## src/ascl_map.vh

```
// Constants for the strap capture and shared-pin multiplexer
//
// Function
// - Word-wide parallel mode: upper pins are bidirectional data bits 9 to 15.
// - Byte-port strap sampled at full reset release; high selects byte interface.
// - Software serial mode takes config bits on serial input; byte mode host holds low.
// - Second serial output driven in serial mode only if strap enabled it.
// - Serial mode always drives results on first serial output pin.
// - Three oversampling selects captured at full reset release, later changes ignored.
// - Range/mode selects latched at full reset; code 00 means software mode.
// - Hardware mode follows range selects continuously: 01, 10, 11 pick ranges.
// - Software mode ignores range select changes until next full reset.
// - Reset pulse length decides partial or full reset.
// - Parallel modes drive bus only while chip select and read both low.
`ifndef ASCL_MAP_VH
`define ASCL_MAP_VH

// ----------------------------------------------------------------
// Shared pin positions within the upper pin group (data bit 9 = 0)
// ----------------------------------------------------------------
`define ASCL_PIN_BYTE 0
`define ASCL_PIN_CFG_IN 1
`define ASCL_PIN_SO_2ND 2
`define ASCL_PIN_SO_1ST 3
`define ASCL_PIN_OS_LO 4
`define ASCL_PIN_OS_HI 6
`define ASCL_UPPER_W 7

// ----------------------------------------------------------------
// Range/mode select codes
// ----------------------------------------------------------------
`define ASCL_RNG_SW 2'h0
`define ASCL_RNG_2V5 2'h1
`define ASCL_RNG_5V 2'h2
`define ASCL_RNG_10V 2'h3

// ----------------------------------------------------------------
// Reset values of captured straps
// ----------------------------------------------------------------
`define ASCL_RST_BYTE 1'b0
`define ASCL_RST_SERIAL 1'b0
`define ASCL_RST_SO2_EN 1'b0
`define ASCL_RST_OSR 3'h0
`define ASCL_RST_SW_MODE 1'b1
`define ASCL_RST_RANGE 2'h0

// ----------------------------------------------------------------
// Reset pulse timing
// ----------------------------------------------------------------
`define ASCL_CLK_MHZ 100
`define ASCL_T_PARTIAL_NS 50
`define ASCL_T_FULL_NS 1200
`define ASCL_PARTIAL_CYC ((`ASCL_T_PARTIAL_NS * `ASCL_CLK_MHZ + 999) / 1000)
`define ASCL_FULL_CYC ((`ASCL_T_FULL_NS * `ASCL_CLK_MHZ + 999) / 1000)
`define ASCL_CNT_W 12

`endif

```

## src/ascl_strap_latch.v

```verilog
// Strap capture at full reset and shared upper data pin multiplexer
`timescale 1ns/1ps
`default_nettype none
`include "ascl_map.vh"

module ascl_strap_latch #(
  parameter UPPER_W = `ASCL_UPPER_W,
  parameter OS_W = 3,
  parameter CNT_W = `ASCL_CNT_W,
  parameter [CNT_W-1:0] PARTIAL_CYC = `ASCL_PARTIAL_CYC,
  parameter [CNT_W-1:0] FULL_CYC = `ASCL_FULL_CYC
) (
  // Clock and reset
  input wire sys_clk,
  input wire sys_rst,
  // Host reset pin, active low
  input wire reset_pin_n,
  // Host strobes
  input wire cs_n,
  input wire rd_n,
  // Interface select, sampled at full reset release
  input wire serial_sel,
  // Dedicated strap inputs
  input wire single_output_strap,
  input wire range_mode_sel_hi,
  input wire range_mode_sel_lo,
  // Shared upper pins, data bit 9 at index 0
  input wire [UPPER_W-1:0] upper_pin_in,
  output reg [UPPER_W-1:0] upper_pin_out_q,
  output reg [UPPER_W-1:0] upper_pin_oe_q,
  // Result data from the conversion core
  input wire [UPPER_W-1:0] par_data_hi,
  input wire serial_out_first,
  input wire serial_out_second,
  // Captured configuration
  output reg byte_mode_q,
  output reg serial_mode_q,
  output reg second_out_en_q,
  output reg [OS_W-1:0] oversample_ratio_q,
  output reg sw_mode_q,
  output reg [1:0] range_code_q,
  // Serial configuration input as seen by the register logic
  output reg serial_config_in_q,
  // Reset status
  output reg in_reset_q,
  output reg full_reset_pulse_q,
  output reg partial_reset_pulse_q
);

  // ----------------------------------------------------------------
  // Reset pulse qualifier
  // ----------------------------------------------------------------
  wire hold_w;
  wire partial_rel_w;
  wire full_rel_w;

  ascl_reset_qual #(
    .CNT_W(CNT_W),
    .PARTIAL_CYC(PARTIAL_CYC),
    .FULL_CYC(FULL_CYC)
  ) u_qual (
    .sys_clk(sys_clk),
    .sys_rst(sys_rst),
    .reset_pin_n(reset_pin_n),
    .hold_q(hold_w),
    .partial_rel_q(partial_rel_w),
    .full_rel_q(full_rel_w)
  );

  // ----------------------------------------------------------------
  // Helpers
  // ----------------------------------------------------------------
  function is_sw_code;
    input [1:0] code;
    begin
      is_sw_code = (code == `ASCL_RNG_SW);
    end
  endfunction

  wire [1:0] range_pins_w;
  wire [OS_W-1:0] os_pins_w;
  wire read_strobe_w;
  wire quiet_w;

  assign range_pins_w = {range_mode_sel_hi, range_mode_sel_lo};
  assign os_pins_w = upper_pin_in[`ASCL_PIN_OS_HI:`ASCL_PIN_OS_LO];
  assign read_strobe_w = ~cs_n & ~rd_n;
  // The full release cycle is kept quiet too: straps are sampled then
  assign quiet_w = hold_w | full_rel_w;

  // ----------------------------------------------------------------
  // Interface mode decode
  // ----------------------------------------------------------------
  // Serial wins when both straps are high, so the serial outputs keep
  // working however the byte strap was left; the byte port then stays off.
  localparam [1:0] IFM_WORD = 2'h0;
  localparam [1:0] IFM_BYTE = 2'h1;
  localparam [1:0] IFM_SERIAL = 2'h2;

  function [1:0] if_mode;
    input serial;
    input byte_port;
    begin
      if (serial) begin
        if_mode = IFM_SERIAL;
      end else if (byte_port) begin
        if_mode = IFM_BYTE;
      end else begin
        if_mode = IFM_WORD;
      end
    end
  endfunction

  wire [1:0] if_mode_w;
  assign if_mode_w = if_mode(serial_mode_q, byte_mode_q);

  // ----------------------------------------------------------------
  // Strap capture
  // ----------------------------------------------------------------
  // Straps reconfigure only on a full reset; a partial reset leaves
  // the interface choice alone so an in-flight host keeps working.
  always @(posedge sys_clk or posedge sys_rst) begin
    if (sys_rst) begin
      byte_mode_q <= `ASCL_RST_BYTE;
      serial_mode_q <= `ASCL_RST_SERIAL;
      second_out_en_q <= `ASCL_RST_SO2_EN;
      oversample_ratio_q <= `ASCL_RST_OSR;
      sw_mode_q <= `ASCL_RST_SW_MODE;
    end else if (full_rel_w) begin
      byte_mode_q <= upper_pin_in[`ASCL_PIN_BYTE];
      serial_mode_q <= serial_sel;
      second_out_en_q <= single_output_strap;
      oversample_ratio_q <= os_pins_w;
      sw_mode_q <= is_sw_code(range_pins_w);
    end
  end

  // ----------------------------------------------------------------
  // Range select
  // ----------------------------------------------------------------
  always @(posedge sys_clk or posedge sys_rst) begin
    if (sys_rst) begin
      range_code_q <= `ASCL_RST_RANGE;
    end else if (full_rel_w) begin
      range_code_q <= range_pins_w;
    end else if (~sw_mode_q) begin
      range_code_q <= range_pins_w;
    end else begin
      // Software mode: pins held off until the next full reset
      range_code_q <= `ASCL_RNG_SW;
    end
  end

  // ----------------------------------------------------------------
  // Serial configuration input
  // ----------------------------------------------------------------
  // Only meaningful in software serial mode; elsewhere forced low so
  // stray levels on the shared pin cannot reach the register logic.
  always @(posedge sys_clk or posedge sys_rst) begin
    if (sys_rst) begin
      serial_config_in_q <= 1'b0;
    end else if (hold_w | partial_rel_w) begin
      serial_config_in_q <= 1'b0;
    end else if ((if_mode_w == IFM_SERIAL) & sw_mode_q) begin
      serial_config_in_q <= upper_pin_in[`ASCL_PIN_CFG_IN];
    end else begin
      serial_config_in_q <= 1'b0;
    end
  end

  // ----------------------------------------------------------------
  // Pin drive
  // ----------------------------------------------------------------
  reg [UPPER_W-1:0] out_d;
  reg [UPPER_W-1:0] oe_d;

  always @* begin
    out_d = {UPPER_W{1'b0}};
    oe_d = {UPPER_W{1'b0}};
    if (quiet_w) begin
      out_d = {UPPER_W{1'b0}};
      oe_d = {UPPER_W{1'b0}};
    end else if (if_mode_w == IFM_SERIAL) begin
      out_d[`ASCL_PIN_SO_1ST] = serial_out_first;
      oe_d[`ASCL_PIN_SO_1ST] = 1'b1;
      out_d[`ASCL_PIN_SO_2ND] = serial_out_second & second_out_en_q;
      oe_d[`ASCL_PIN_SO_2ND] = second_out_en_q;
    end else if (if_mode_w == IFM_BYTE) begin
      // Byte port uses the low pins only; upper pins are tied externally
      out_d = {UPPER_W{1'b0}};
      oe_d = {UPPER_W{1'b0}};
    end else if (read_strobe_w) begin
      out_d = par_data_hi;
      oe_d = {UPPER_W{1'b1}};
    end
  end

  always @(posedge sys_clk or posedge sys_rst) begin
    if (sys_rst) begin
      upper_pin_out_q <= {UPPER_W{1'b0}};
      upper_pin_oe_q <= {UPPER_W{1'b0}};
    end else begin
      upper_pin_out_q <= out_d;
      upper_pin_oe_q <= oe_d;
    end
  end

  // ----------------------------------------------------------------
  // Reset status
  // ----------------------------------------------------------------
  always @(posedge sys_clk or posedge sys_rst) begin
    if (sys_rst) begin
      in_reset_q <= 1'b0;
      full_reset_pulse_q <= 1'b0;
      partial_reset_pulse_q <= 1'b0;
    end else begin
      in_reset_q <= hold_w;
      full_reset_pulse_q <= full_rel_w;
      partial_reset_pulse_q <= partial_rel_w;
    end
  end

endmodule
`default_nettype wire

```

## src/ascl_reset_qual.v

```verilog
// Reset pulse length qualifier: tells partial from full reset
`timescale 1ns/1ps
`default_nettype none
`include "ascl_map.vh"

module ascl_reset_qual #(
  parameter CNT_W = `ASCL_CNT_W,
  parameter [CNT_W-1:0] PARTIAL_CYC = `ASCL_PARTIAL_CYC,
  parameter [CNT_W-1:0] FULL_CYC = `ASCL_FULL_CYC
) (
  // Clock and reset
  input wire sys_clk,
  input wire sys_rst,
  // Host reset pin
  input wire reset_pin_n,
  // Classification
  output reg hold_q,
  output reg partial_rel_q,
  output reg full_rel_q
);

  reg [CNT_W-1:0] low_cnt_q;
  reg prev_n_q;
  wire release_w;

  assign release_w = reset_pin_n & ~prev_n_q;

  // ----------------------------------------------------------------
  // Low-time counter
  // ----------------------------------------------------------------
  // Saturates at the full threshold so a very long hold cannot wrap
  // and be mistaken for a short one.
  always @(posedge sys_clk or posedge sys_rst) begin
    if (sys_rst) begin
      low_cnt_q <= {CNT_W{1'b0}};
      prev_n_q <= 1'b1;
      hold_q <= 1'b0;
      partial_rel_q <= 1'b0;
      full_rel_q <= 1'b0;
    end else begin
      prev_n_q <= reset_pin_n;
      hold_q <= ~reset_pin_n;
      if (~reset_pin_n) begin
        if (low_cnt_q < FULL_CYC) begin
          low_cnt_q <= low_cnt_q + {{(CNT_W-1){1'b0}}, 1'b1};
        end
      end else begin
        low_cnt_q <= {CNT_W{1'b0}};
      end
      // Pulses shorter than the partial threshold are treated as glitches
      full_rel_q <= release_w & (low_cnt_q >= FULL_CYC);
      partial_rel_q <= release_w & (low_cnt_q >= PARTIAL_CYC) & (low_cnt_q < FULL_CYC);
    end
  end

endmodule
`default_nettype wire

```

## config.mk

```make
export PLATFORM = sky130hd
export DESIGN_NAME = ascl_strap_latch
export DESIGN_NICKNAME = d
export VERILOG_FILES = /design/src/ascl_strap_latch.v /design/src/ascl_reset_qual.v
export VERILOG_INCLUDE_DIRS = /design/src
export SDC_FILE = /design/constraint.sdc
export NUM_CORES = 1
export LEC_CHECK = 0
export BUFFER_PORTS_ARGS = -buffer_cell sky130_fd_sc_hd__buf_2
export CAP_MARGIN = 20
export CORE_AREA = 2 2 57 64
export DETAILED_ROUTE_END_ITERATION = 12
export DIE_AREA = 0 0 59 66
export GPL_ROUTABILITY_DRIVEN = 0
export PLACE_DENSITY = 0.81
export SLEW_MARGIN = 20
export SYNTH_ARGS = -nofsm -noshare
export SYNTH_HDL_FRONTEND = slang
export SYNTH_HIERARCHICAL = 1
export SYNTH_SLANG_ARGS = --single-unit
```

## constraint.sdc

```tcl
create_clock -name sys_clk -period 4.5 [get_ports sys_clk]
set_clock_uncertainty 0.15 [all_clocks]
set_input_delay 0 -clock sys_clk [delete_from_list [all_inputs] [get_ports sys_clk]]
set_output_delay 0 -clock sys_clk [all_outputs]
set_load 0.005 [all_outputs]
```

# Yosys cells after proc, flatten, opt, wreduce, memory -nomap -nowiden
# Index checks and enable logic that the tools add are counted.
[totals]
ff_bits = 43
wordCells = 58
out_inout_bits = 27
inputBits = 25
[classes]
add_sub_neg = 1
n_lt_le_gt_ge = 3
eq_ne = 2
reduce_logical = 2
n_mux = 20
bitwise = 13
[ops]
columns = ["cell", "count"]
rows = [
  ["$mux 7", 6],
  ["$mux 12", 2],
  ["$mux 2", 7],
  ["$add 12x1->12 const B", 1],
  ["$ge 12x3->1 const B", 1],
  ["$ge 12x7->1 const B", 1],
  ["$lt 12x7->1 const B", 1],
  ["$and 1x1->1", 7],
  ["$mux 3", 2],
  ["$not 1->1", 4],
  ["$mux 1", 3],
  ["$eq 2x1->1 const B", 1],
  ["$eq 2x2->1 const B", 1],
  ["$logic_not 2->1", 1],
  ["$or 1x1->1", 2],
  ["$reduce_bool 2->1", 1],
]

# Logic depth before layout (Yosys ltp)
# Gate-level depths: netlist of the first run.
[depth]
word_depth = 6
ltp_mapped = 5
mapped_depth_nobuf = 5

# Cells and area by module
# The synthesis of the first run kept the hierarchy.
[by_module_without_submodules]
columns = ["module", "cells_per_inst", "seq_area_each_um2", "area_per_inst_um2", "n_inst"]
rows = [
  ["ascl_strap_latch", 68, 576.8, 882.1, 1],
  ["ascl_reset_qual", 71, 401.6, 763.2, 1],
]

# Least setup slack after synthesis of the first run
# Ideal clock, no wire load.
[synth_path]
kind = "reg-to-reg"
start = "register u_qual.low_cnt_q[9]"
end = "register u_qual.low_cnt_q[2]"
setup_ns = 0.125
t_required_ns = 4.225
n_path_buf = 1
slack_ns = 2.617
arrival_time_ns = 1.608
path_stages_with_launch = 5
period_less_slack_ns = 1.883
path_cell_list = "dfrtp_1 -> or4_1 -> buf_2 -> nor4b_1 -> mux2_2"
[synth_via]
elab_chain_cells = 2
[synth_rtl]
columns = ["item", "line", "text"]
rows = [
  ["start, declared", "ascl_reset_qual.v:22", "reg [CNT_W-1:0] low_cnt_q;"],
  ["start signal, assigned", "ascl_reset_qual.v:35", "low_cnt_q <= {CNT_W{1'b0}};"],
  ["start signal, assigned", "ascl_reset_qual.v:45", "low_cnt_q <= low_cnt_q + {{(CNT_W-1){1'b0}}, 1'b1};"],
  ["start signal, assigned", "ascl_reset_qual.v:48", "low_cnt_q <= {CNT_W{1'b0}};"],
  ["$lt 12x7->1", "ascl_reset_qual.v:44", "if (low_cnt_q < FULL_CYC) begin"],
  ["$reduce_bool 2->1 (no line)", "n/a", ""],
]
# No other way between the ends.
# A chain may end at the register's enable or synchronous reset.

# Final worst setup path of the first run
[layout_path]
start = "register u_qual.full_rel_q"
end = "register upper_pin_out_q[1]"
[layout_via]
elab_chain_cells = 2
[layout_rtl]
columns = ["item", "line", "text"]
rows = [
  ["start, declared", "ascl_reset_qual.v:19", "output reg full_rel_q"],
  ["start signal, assigned", "ascl_reset_qual.v:51", "full_rel_q <= release_w & (low_cnt_q >= FULL_CYC);"],
  ["$or 1x1->1", "ascl_strap_latch.v:89", "assign quiet_w = hold_w | full_rel_w;"],
  ["$mux 7", "ascl_strap_latch.v:180", "if (quiet_w) begin"],
  ["via out_d[1]", "ascl_strap_latch.v:174", "reg [UPPER_W-1:0] out_d;"],
  ["end signal, assigned", "ascl_strap_latch.v:200", "upper_pin_out_q <= {UPPER_W{1'b0}};"],
  ["end signal, assigned", "ascl_strap_latch.v:203", "upper_pin_out_q <= out_d;"],
  ["end, declared", "ascl_strap_latch.v:29", "output reg [UPPER_W-1:0] upper_pin_out_q,"],
]
# The timed path passes the listed nets, and every way through them passes these cells.

==> results of run 1 <==
==> Yosys cell counts, types with 3 or more instances <==
cell / n / share of area, %
inv_1: 14 / 3.2
dfrtp_1: 37 / 56
nand2_1: 6 / 1.4
mux2_1: 3 / 2.1
nand3_1: 3 / 0.91
nor2b_1: 8 / 3.0
nor4_1: 5 / 1.9
o21ai_0: 3 / 0.91
nor2_1: 8 / 1.8
buf_4: 4 / 1.8
nor3_1: 5 / 1.5
buf_2: 3 / 0.91
ha_1: 4 / 3.0
nand2b_1: 4 / 1.5
mux2_2: 6 / 4.1
==> repair_timing <==
action,in CTS,in global routing
hold buffers,28,0
endpoints found under the hold margin,73,0
setup endpoints to repair,0,0
==> worst reg2reg max path: stages (launching register included) <==
cell and delay (ns):
dfrtp_1 0.57, or3_1 0.58, nor3_1 0.22, dlygate4sd3_1 0.58
==> final timing paths <==
kind                                                 from  depth (start not counted)                               to
setup / recovery              u_qual/full_rel_q$_DFF_PP0_                          3     upper_pin_out_q[1]$_DFF_PP0_
hold / removal                                    sys_rst                          3   u_qual/partial_rel_q$_DFF_PP0_
setup reg to reg              u_qual/full_rel_q$_DFF_PP0_                          3     upper_pin_out_q[1]$_DFF_PP0_
hold reg to reg            u_qual/partial_rel_q$_DFF_PP0_                          0  partial_reset_pulse_q$_DFF_PP0_
max in group asynchronous                         sys_rst                          3     upper_pin_out_q[0]$_DFF_PP0_
min in group sys_clk       u_qual/partial_rel_q$_DFF_PP0_                          0  partial_reset_pulse_q$_DFF_PP0_
==> cell type report <==
| type | instances | area share (%) |
|---|---|---|
| Sequential cell | 39 | 44.01 |
| Multi-Input combinational cell | 76 | 24.76 |
| Timing Repair Buffer | 77 | 23.64 |
| Inverter | 14 | 2.364 |
| Tap cell | 36 | 2.026 |
| Clock buffer | 6 | 1.857 |
| Clock inverter | 1 | 1.351 |
==> routing by layer <==
metal	up-vias	part of all wire (%)	wire length (µm)	GRT usage (%)
met5	-	0	0	0
met4	0	3.8	144	9.659
met3	17	6.8	260	6.654
met2	68	53	2006	40.83
met1	640	37	1390	21.75
li1	608	-	-	-
==> flip-flops by register name (all words and copies together) (netlist names), 2 cells and up <==
| signal | cells |
|---|---|
| oversample_ratio_q | 3 |
| u_qual/low_cnt_q | 12 |
| upper_pin_oe_q | 3 |
| range_code_q | 2 |
| upper_pin_out_q | 7 |
==> through the flow <==
step	util, %	std cells	area, µm²
2_1_floorplan	-	139	1645
3_3_place_gp	57.63	214	1872
3_5_place_dp	57.63	214	1872
4_1_cts	68.45	249	2223
5_1_grt	68.45	249	2223
6_report	68.45	249	2223
==> logic make-up (layout without fill, tap and decap cells) <==
logic type,Yosys count,after routing,share of synthesized area [%]
flip-flops,39,39,59.47
AND/OR/NAND/NOR,52,52,18.93
multiplexers,10,10,6.768
AO/OA/AOI/OAI,10,10,4.715
buffers and inverters,24,98,7.072
adder cells (fa/ha/maj),4,4,3.042
==> where the power goes <==
group,total [µW],switching [µW],internal (µW)
clock,221,107,115
sequential,370,8.32,362
combinational,70.2,32.7,37.4
==> impl_results.md, run 1 <==
* DR vias at 1333
* Setup WS pre-CTS at 2.449 ns
* DRC at 0
* Crit path largest cell delay at 0.58 ns
* CTS max path bufs at 2
* CTS buffer count at 5
* Drt via density at approximately 5.4
* Antenna-violating nets left at 0
* Fmax at 463.9 MHz
* Clk_lat worst skew at 0.34 ns
* Chip width at approximately 60 µm
* Fillers at 230
* Row count at 22
* Crit-path max FO at 15
* Routed wire length at about 3800 µm
* Slowest cell on crit path: or3_1
* Post-synth EDFFs at 0
* Multi-input gate area at about 550 µm²
* Overall Global Routing Usage at between 20% and 30%
* Maxcap violations at 0
* PortBufs at 49
* GRT overflow at 0
* Crit Path Category: reg -> reg
* Die height at 66 µm
* Setup TNS at 0 ns
* CTS tree: built
* Worst Tran Pin Value at 0.8587 ns
* Ys Warns at 6
* CP Buf/Inv Count at 1
* Most frequent cells in the layout: buf_2, dfrtp_1, dlygate4sd3_1
* Worst Setup Start Kind: register
* Clock sink count at 39
* First-pass GRT wire length at just over 6000 µm
* Hold_ws at 0.1069 ns
* Cts repair resizes at 0
* Unrepaired setup endpoints after global routing: no
* DRT Pass-1 Iters at 4
* Final setup violation count at 0
* Cell Area, Synth at approximately 1600 µm²
* Critical Path RT at 4.64 ns
* Critical Path AT at between 2 and 2.5 ns
* Max-slew violations at 0
* Period minus WS final at 2.156 ns
* Critical path endpoint category: register
* Crit-path cells: or3_1, nor3_1, dlygate4sd3_1
* Initial antenna violation count at 0
* Detailed Place HPWL at 2188 µm
* Endpoints failing hold at 0
* Critical path's top delay family: simple AND/OR/NAND/NOR gates
* Average size of a mapped cell at around 12 µm²
* Flop2flop setup slack at 2.34 ns
* Register area at 978.4 µm²
* H-tree lvl count at 2
* Layout cell share with drive strength beyond 1 at 31.46%
* Register bit total from synthesis at 39
* Worst VDD drop at 0.2161 mV
* Area Overhead vs Synth at 35.13%
* Initial drt markers at 45
* Vias in the first global route at around 1400
* Hold WC Path Type: in -> async
* Power, Total at 661.7 µW
* # diodes at 0
* Post-synthesis async set-or-reset flop share at 100.0%
* Outcome: complete, no violations
* Net Count, Synth at 168
* Root Buffer: clkbuf_4
* Core ar. at about 3200 µm²
* Clk pin slew, worst setup/hold paths at 0.11 ns
* Sequential cell area fraction in the yosys report at 59.47%
* Syn Inst Count at 139
* Max transition margin at 42.69%
* Starting density of the core at approximately half
* Final worst setup slack at about 2.3 ns
* Post-CTS Setup Inserts at 0
* Tcrit/Tclk final at a little under half
* Die area at 3894 µm²
* P_leak at 0.001181 µW
* Most common cell after layout, fill and taps aside: buf_2
* IO Count at 52
* Final-stage net count at roughly 240
* Wire per inst at about 15 µm
* Cell variety after synth at 36
* Power per cell area at between 200 and 300 nW/µm²
* Largest net degree at the start of global routing at 24
* Main synth FF type: dfrtp_1
Power figures use the tool's default switching activity.
==> run 2, diff against run 1 <==
CORE_AREA = 2 2 61 69   (was 2 2 57 64)
DIE_AREA = 0 0 63 71   (was 0 0 59 66)
PLACE_DENSITY = 0.75   (was 0.81)
clock period = 1.8 ns   (was 4.5 ns; I/O delays follow)
==> impl_results.md, run 2 (same netlist as run 1, synthesis figures left out) <==
* CTS tree: built
* First-pass GRT wire length at 6085 µm (-2.3%)
* Initial drt markers at 94 (+110%)
* Die area at 4473 µm² (+15%)
* Final core utilization at 61.78% (-6.7 points)
* Area Overhead vs Synth at 43.19%
* Final worst setup slack at -0.04073 ns (-2.385 ns)
* DRC at 0 (unchanged)
* Max reg flops at 12 (unchanged)
* Row count at 24 (+9.1%)
* Wire per inst at 13.84 µm (-9.3%)
* Dpl cells at 237 (+11%)
* Clock sink count at 39 (unchanged)
* Period minus WS final at 1.841 ns (-0.3150 ns)
* Fin area at 2356 µm² (+6.0%)
* Detailed Place HPWL at 2239 µm (+2.3%)
* PortBufs at 49 (unchanged)
* CTS buffer count at 5 (unchanged)
* Chip width at 63 µm (+6.8%)
* Clk_lat worst skew at 0.29 ns (-0.05 ns)
* DR vias at 1283 (-3.8%)
* Most common cell after layout, fill and taps aside: buf_2
* Crit-path max FO at 4 (-11)
* Die height at 71 µm (+7.6%)
* Root Buffer: clkbuf_8
* Starting density of the core at 43.14% (-7.5 points)
* Largest registers: u_qual/low_cnt_q (12), upper_pin_out_q (7)
* Layout cell share with drive strength beyond 1 at 39.35% (+7.9 points)
* Endpoints failing hold at 0 (unchanged)
* Layout Cells excl Fill at 268 (+7.6%)
* Area after DPL at 1969 µm² (+5.2%)
* Initial antenna violation count at 0 (unchanged)
* Hold WC Path Type: in -> async
* Routed wire length at 3709 µm (-2.4%)
* Final-stage net count at 244 (+0.83%)
* Power per cell area at 772.4 nW/µm² (+160%)
* Worst VDD drop at 0.5917 mV (+170%)
* Worst Setup Start Kind: register
* Max-slew violations at 0 (unchanged)
* Register area at 979.7 µm² (+0.13%)
* Critical path endpoint category: register
* Fmax at 543.3 MHz (+17%)
* Maxcap violations at 0 (unchanged)
* Post-CTS Setup Inserts at 0 (unchanged)
* Drt via density at 4.787 (-11%)
* Setup TNS at -0.1214 ns (-0.1214 ns)
* Final setup violation count at 4 (+4)
* H-tree lvl count at 2 (unchanged)
* Fillers at 292 (+27%)
* Top reg by flops: u_qual/low_cnt_q
* IO Count at 52 (unchanged)
* Violated checks: setup timing
* Flop2flop setup slack at -0.04 ns (-2.39 ns)
* Vias in the first global route at 1311 (-6.0%)
* Outcome: complete, but fails checks
* Crit Path Category: reg -> reg
* # diodes at 0 (unchanged)
* P_leak at 0.001212 µW (+2.6%)
* Crit path largest cell delay at 0.57 ns (about the same)
* Antenna-violating nets left at 0 (unchanged)
* GRT overflow at 0 (unchanged)
* CTS max path bufs at 2 (unchanged)
* Most frequent cells in the layout: buf_2, dfrtp_1, dlygate4sd3_1
* R2R cell count at 4 (+1)
* Worst Tran Pin Value at 0.6280 ns (-0.2307 ns)
* Max transition margin at 58.09% (+15 points)
* Largest net degree at the start of global routing at 24 (unchanged)
* Reg-to-reg startpoint: u_qual/low_cnt_q[7]$_DFFE_PP0P_
* Multi-input gate area at 614.3 µm² (+12%)
* Overall Global Routing Usage at 17.84% (-4.1 points)
* Crit-path cells: or4_4, buf_6, nor4_4, mux2_4
* Critical Path RT at 1.82 ns (-2.82 ns)
* RR Endpoint: u_qual/low_cnt_q[4]$_DFFE_PP0P_
* Critical Path AT at 1.86 ns (-0.43 ns)
* Unrepaired setup endpoints after global routing: yes
* DRT Pass-1 Iters at 4 (unchanged)
* Slowest cell on crit path: or4_4
* Clk pin slew, worst setup/hold paths at 0.08 ns (-0.03 ns)
* Core ar. at 3814 µm² (+17%)
* Tcrit/Tclk final at 102.3% (+54 points)
## run 2: power by group
part | total, µW | switching (µW) | internal, µW
clock | 713 | 301 | 412
sequential | 921 | 16.2 | 905
combinational | 186 | 85.0 | 101
## run 2: worst max-delay path, delay by kind of cell (launching register included)
family	cells	cell delay (ns)
and+or+nand+nor	2	0.72
DFF	1	0.37
muxes	1	0.32
buffers and inverters	1	0.16
## run 2: cell type report
class / instances / area share [%]
Sequential cell: 39 / 41.58
Multi-Input combinational cell: 76 / 26.08
Timing Repair Buffer: 79 / 22.57
Clock buffer: 5 / 2.921
Tap cell: 52 / 2.762
Inverter: 14 / 2.230
Clock inverter: 3 / 1.859
## run 2: worst max path at each step
stage / from / endpoint / slack (ns) / cells past startpoint
after floorplan: u_qual/low_cnt_q[11]$_DFFE_PP0P_ / u_qual/low_cnt_q[2]$_DFFE_PP0P_ / -0.05 / 4
after global placement: u_qual/low_cnt_q[11]$_DFFE_PP0P_ / u_qual/low_cnt_q[4]$_DFFE_PP0P_ / -0.09 / 4
after detailed placement: u_qual/low_cnt_q[11]$_DFFE_PP0P_ / u_qual/low_cnt_q[4]$_DFFE_PP0P_ / -0.14 / 4
after CTS: u_qual/low_cnt_q[7]$_DFFE_PP0P_ / u_qual/low_cnt_q[4]$_DFFE_PP0P_ / -0.04 / 4
after global routing: u_qual/low_cnt_q[7]$_DFFE_PP0P_ / u_qual/low_cnt_q[4]$_DFFE_PP0P_ / -0.09 / 4
final: u_qual/low_cnt_q[7]$_DFFE_PP0P_ / u_qual/low_cnt_q[4]$_DFFE_PP0P_ / -0.04 / 4
## run 2: through the flow
stage | setup slack (ns) | power, µW | hold slack, ns
after floorplan | -0.04733 | 1013 | -0.2370
after global placement | -0.08983 | 1076 | -0.08985
after detailed placement | -0.1371 | 1079 | -0.07802
after CTS | -0.04172 | 1836 | 0.1497
after global routing | -0.08728 | 1907 | 0.1994
final | -0.04073 | 1820 | 0.1560
## run 2: per-layer routing
layer  GRT usage (%)  share of wire [%]
met5               0                  0
met4           9.877                3.2
met3           4.293                4.6
met2           32.27                 54
met1           18.99                 38
## run 2: timing repair
| item | 4_1_cts | 5_1_grt |
|---|---|---|
| hold buffers | 23 | 0 |
| gates cloned | 0 | 0 |
| resized for setup | 7 | 2 |
| endpoints found under the setup margin | 8 | 9 |
| endpoints found under the hold margin | 67 | 0 |
| pin swaps | 1 | 0 |
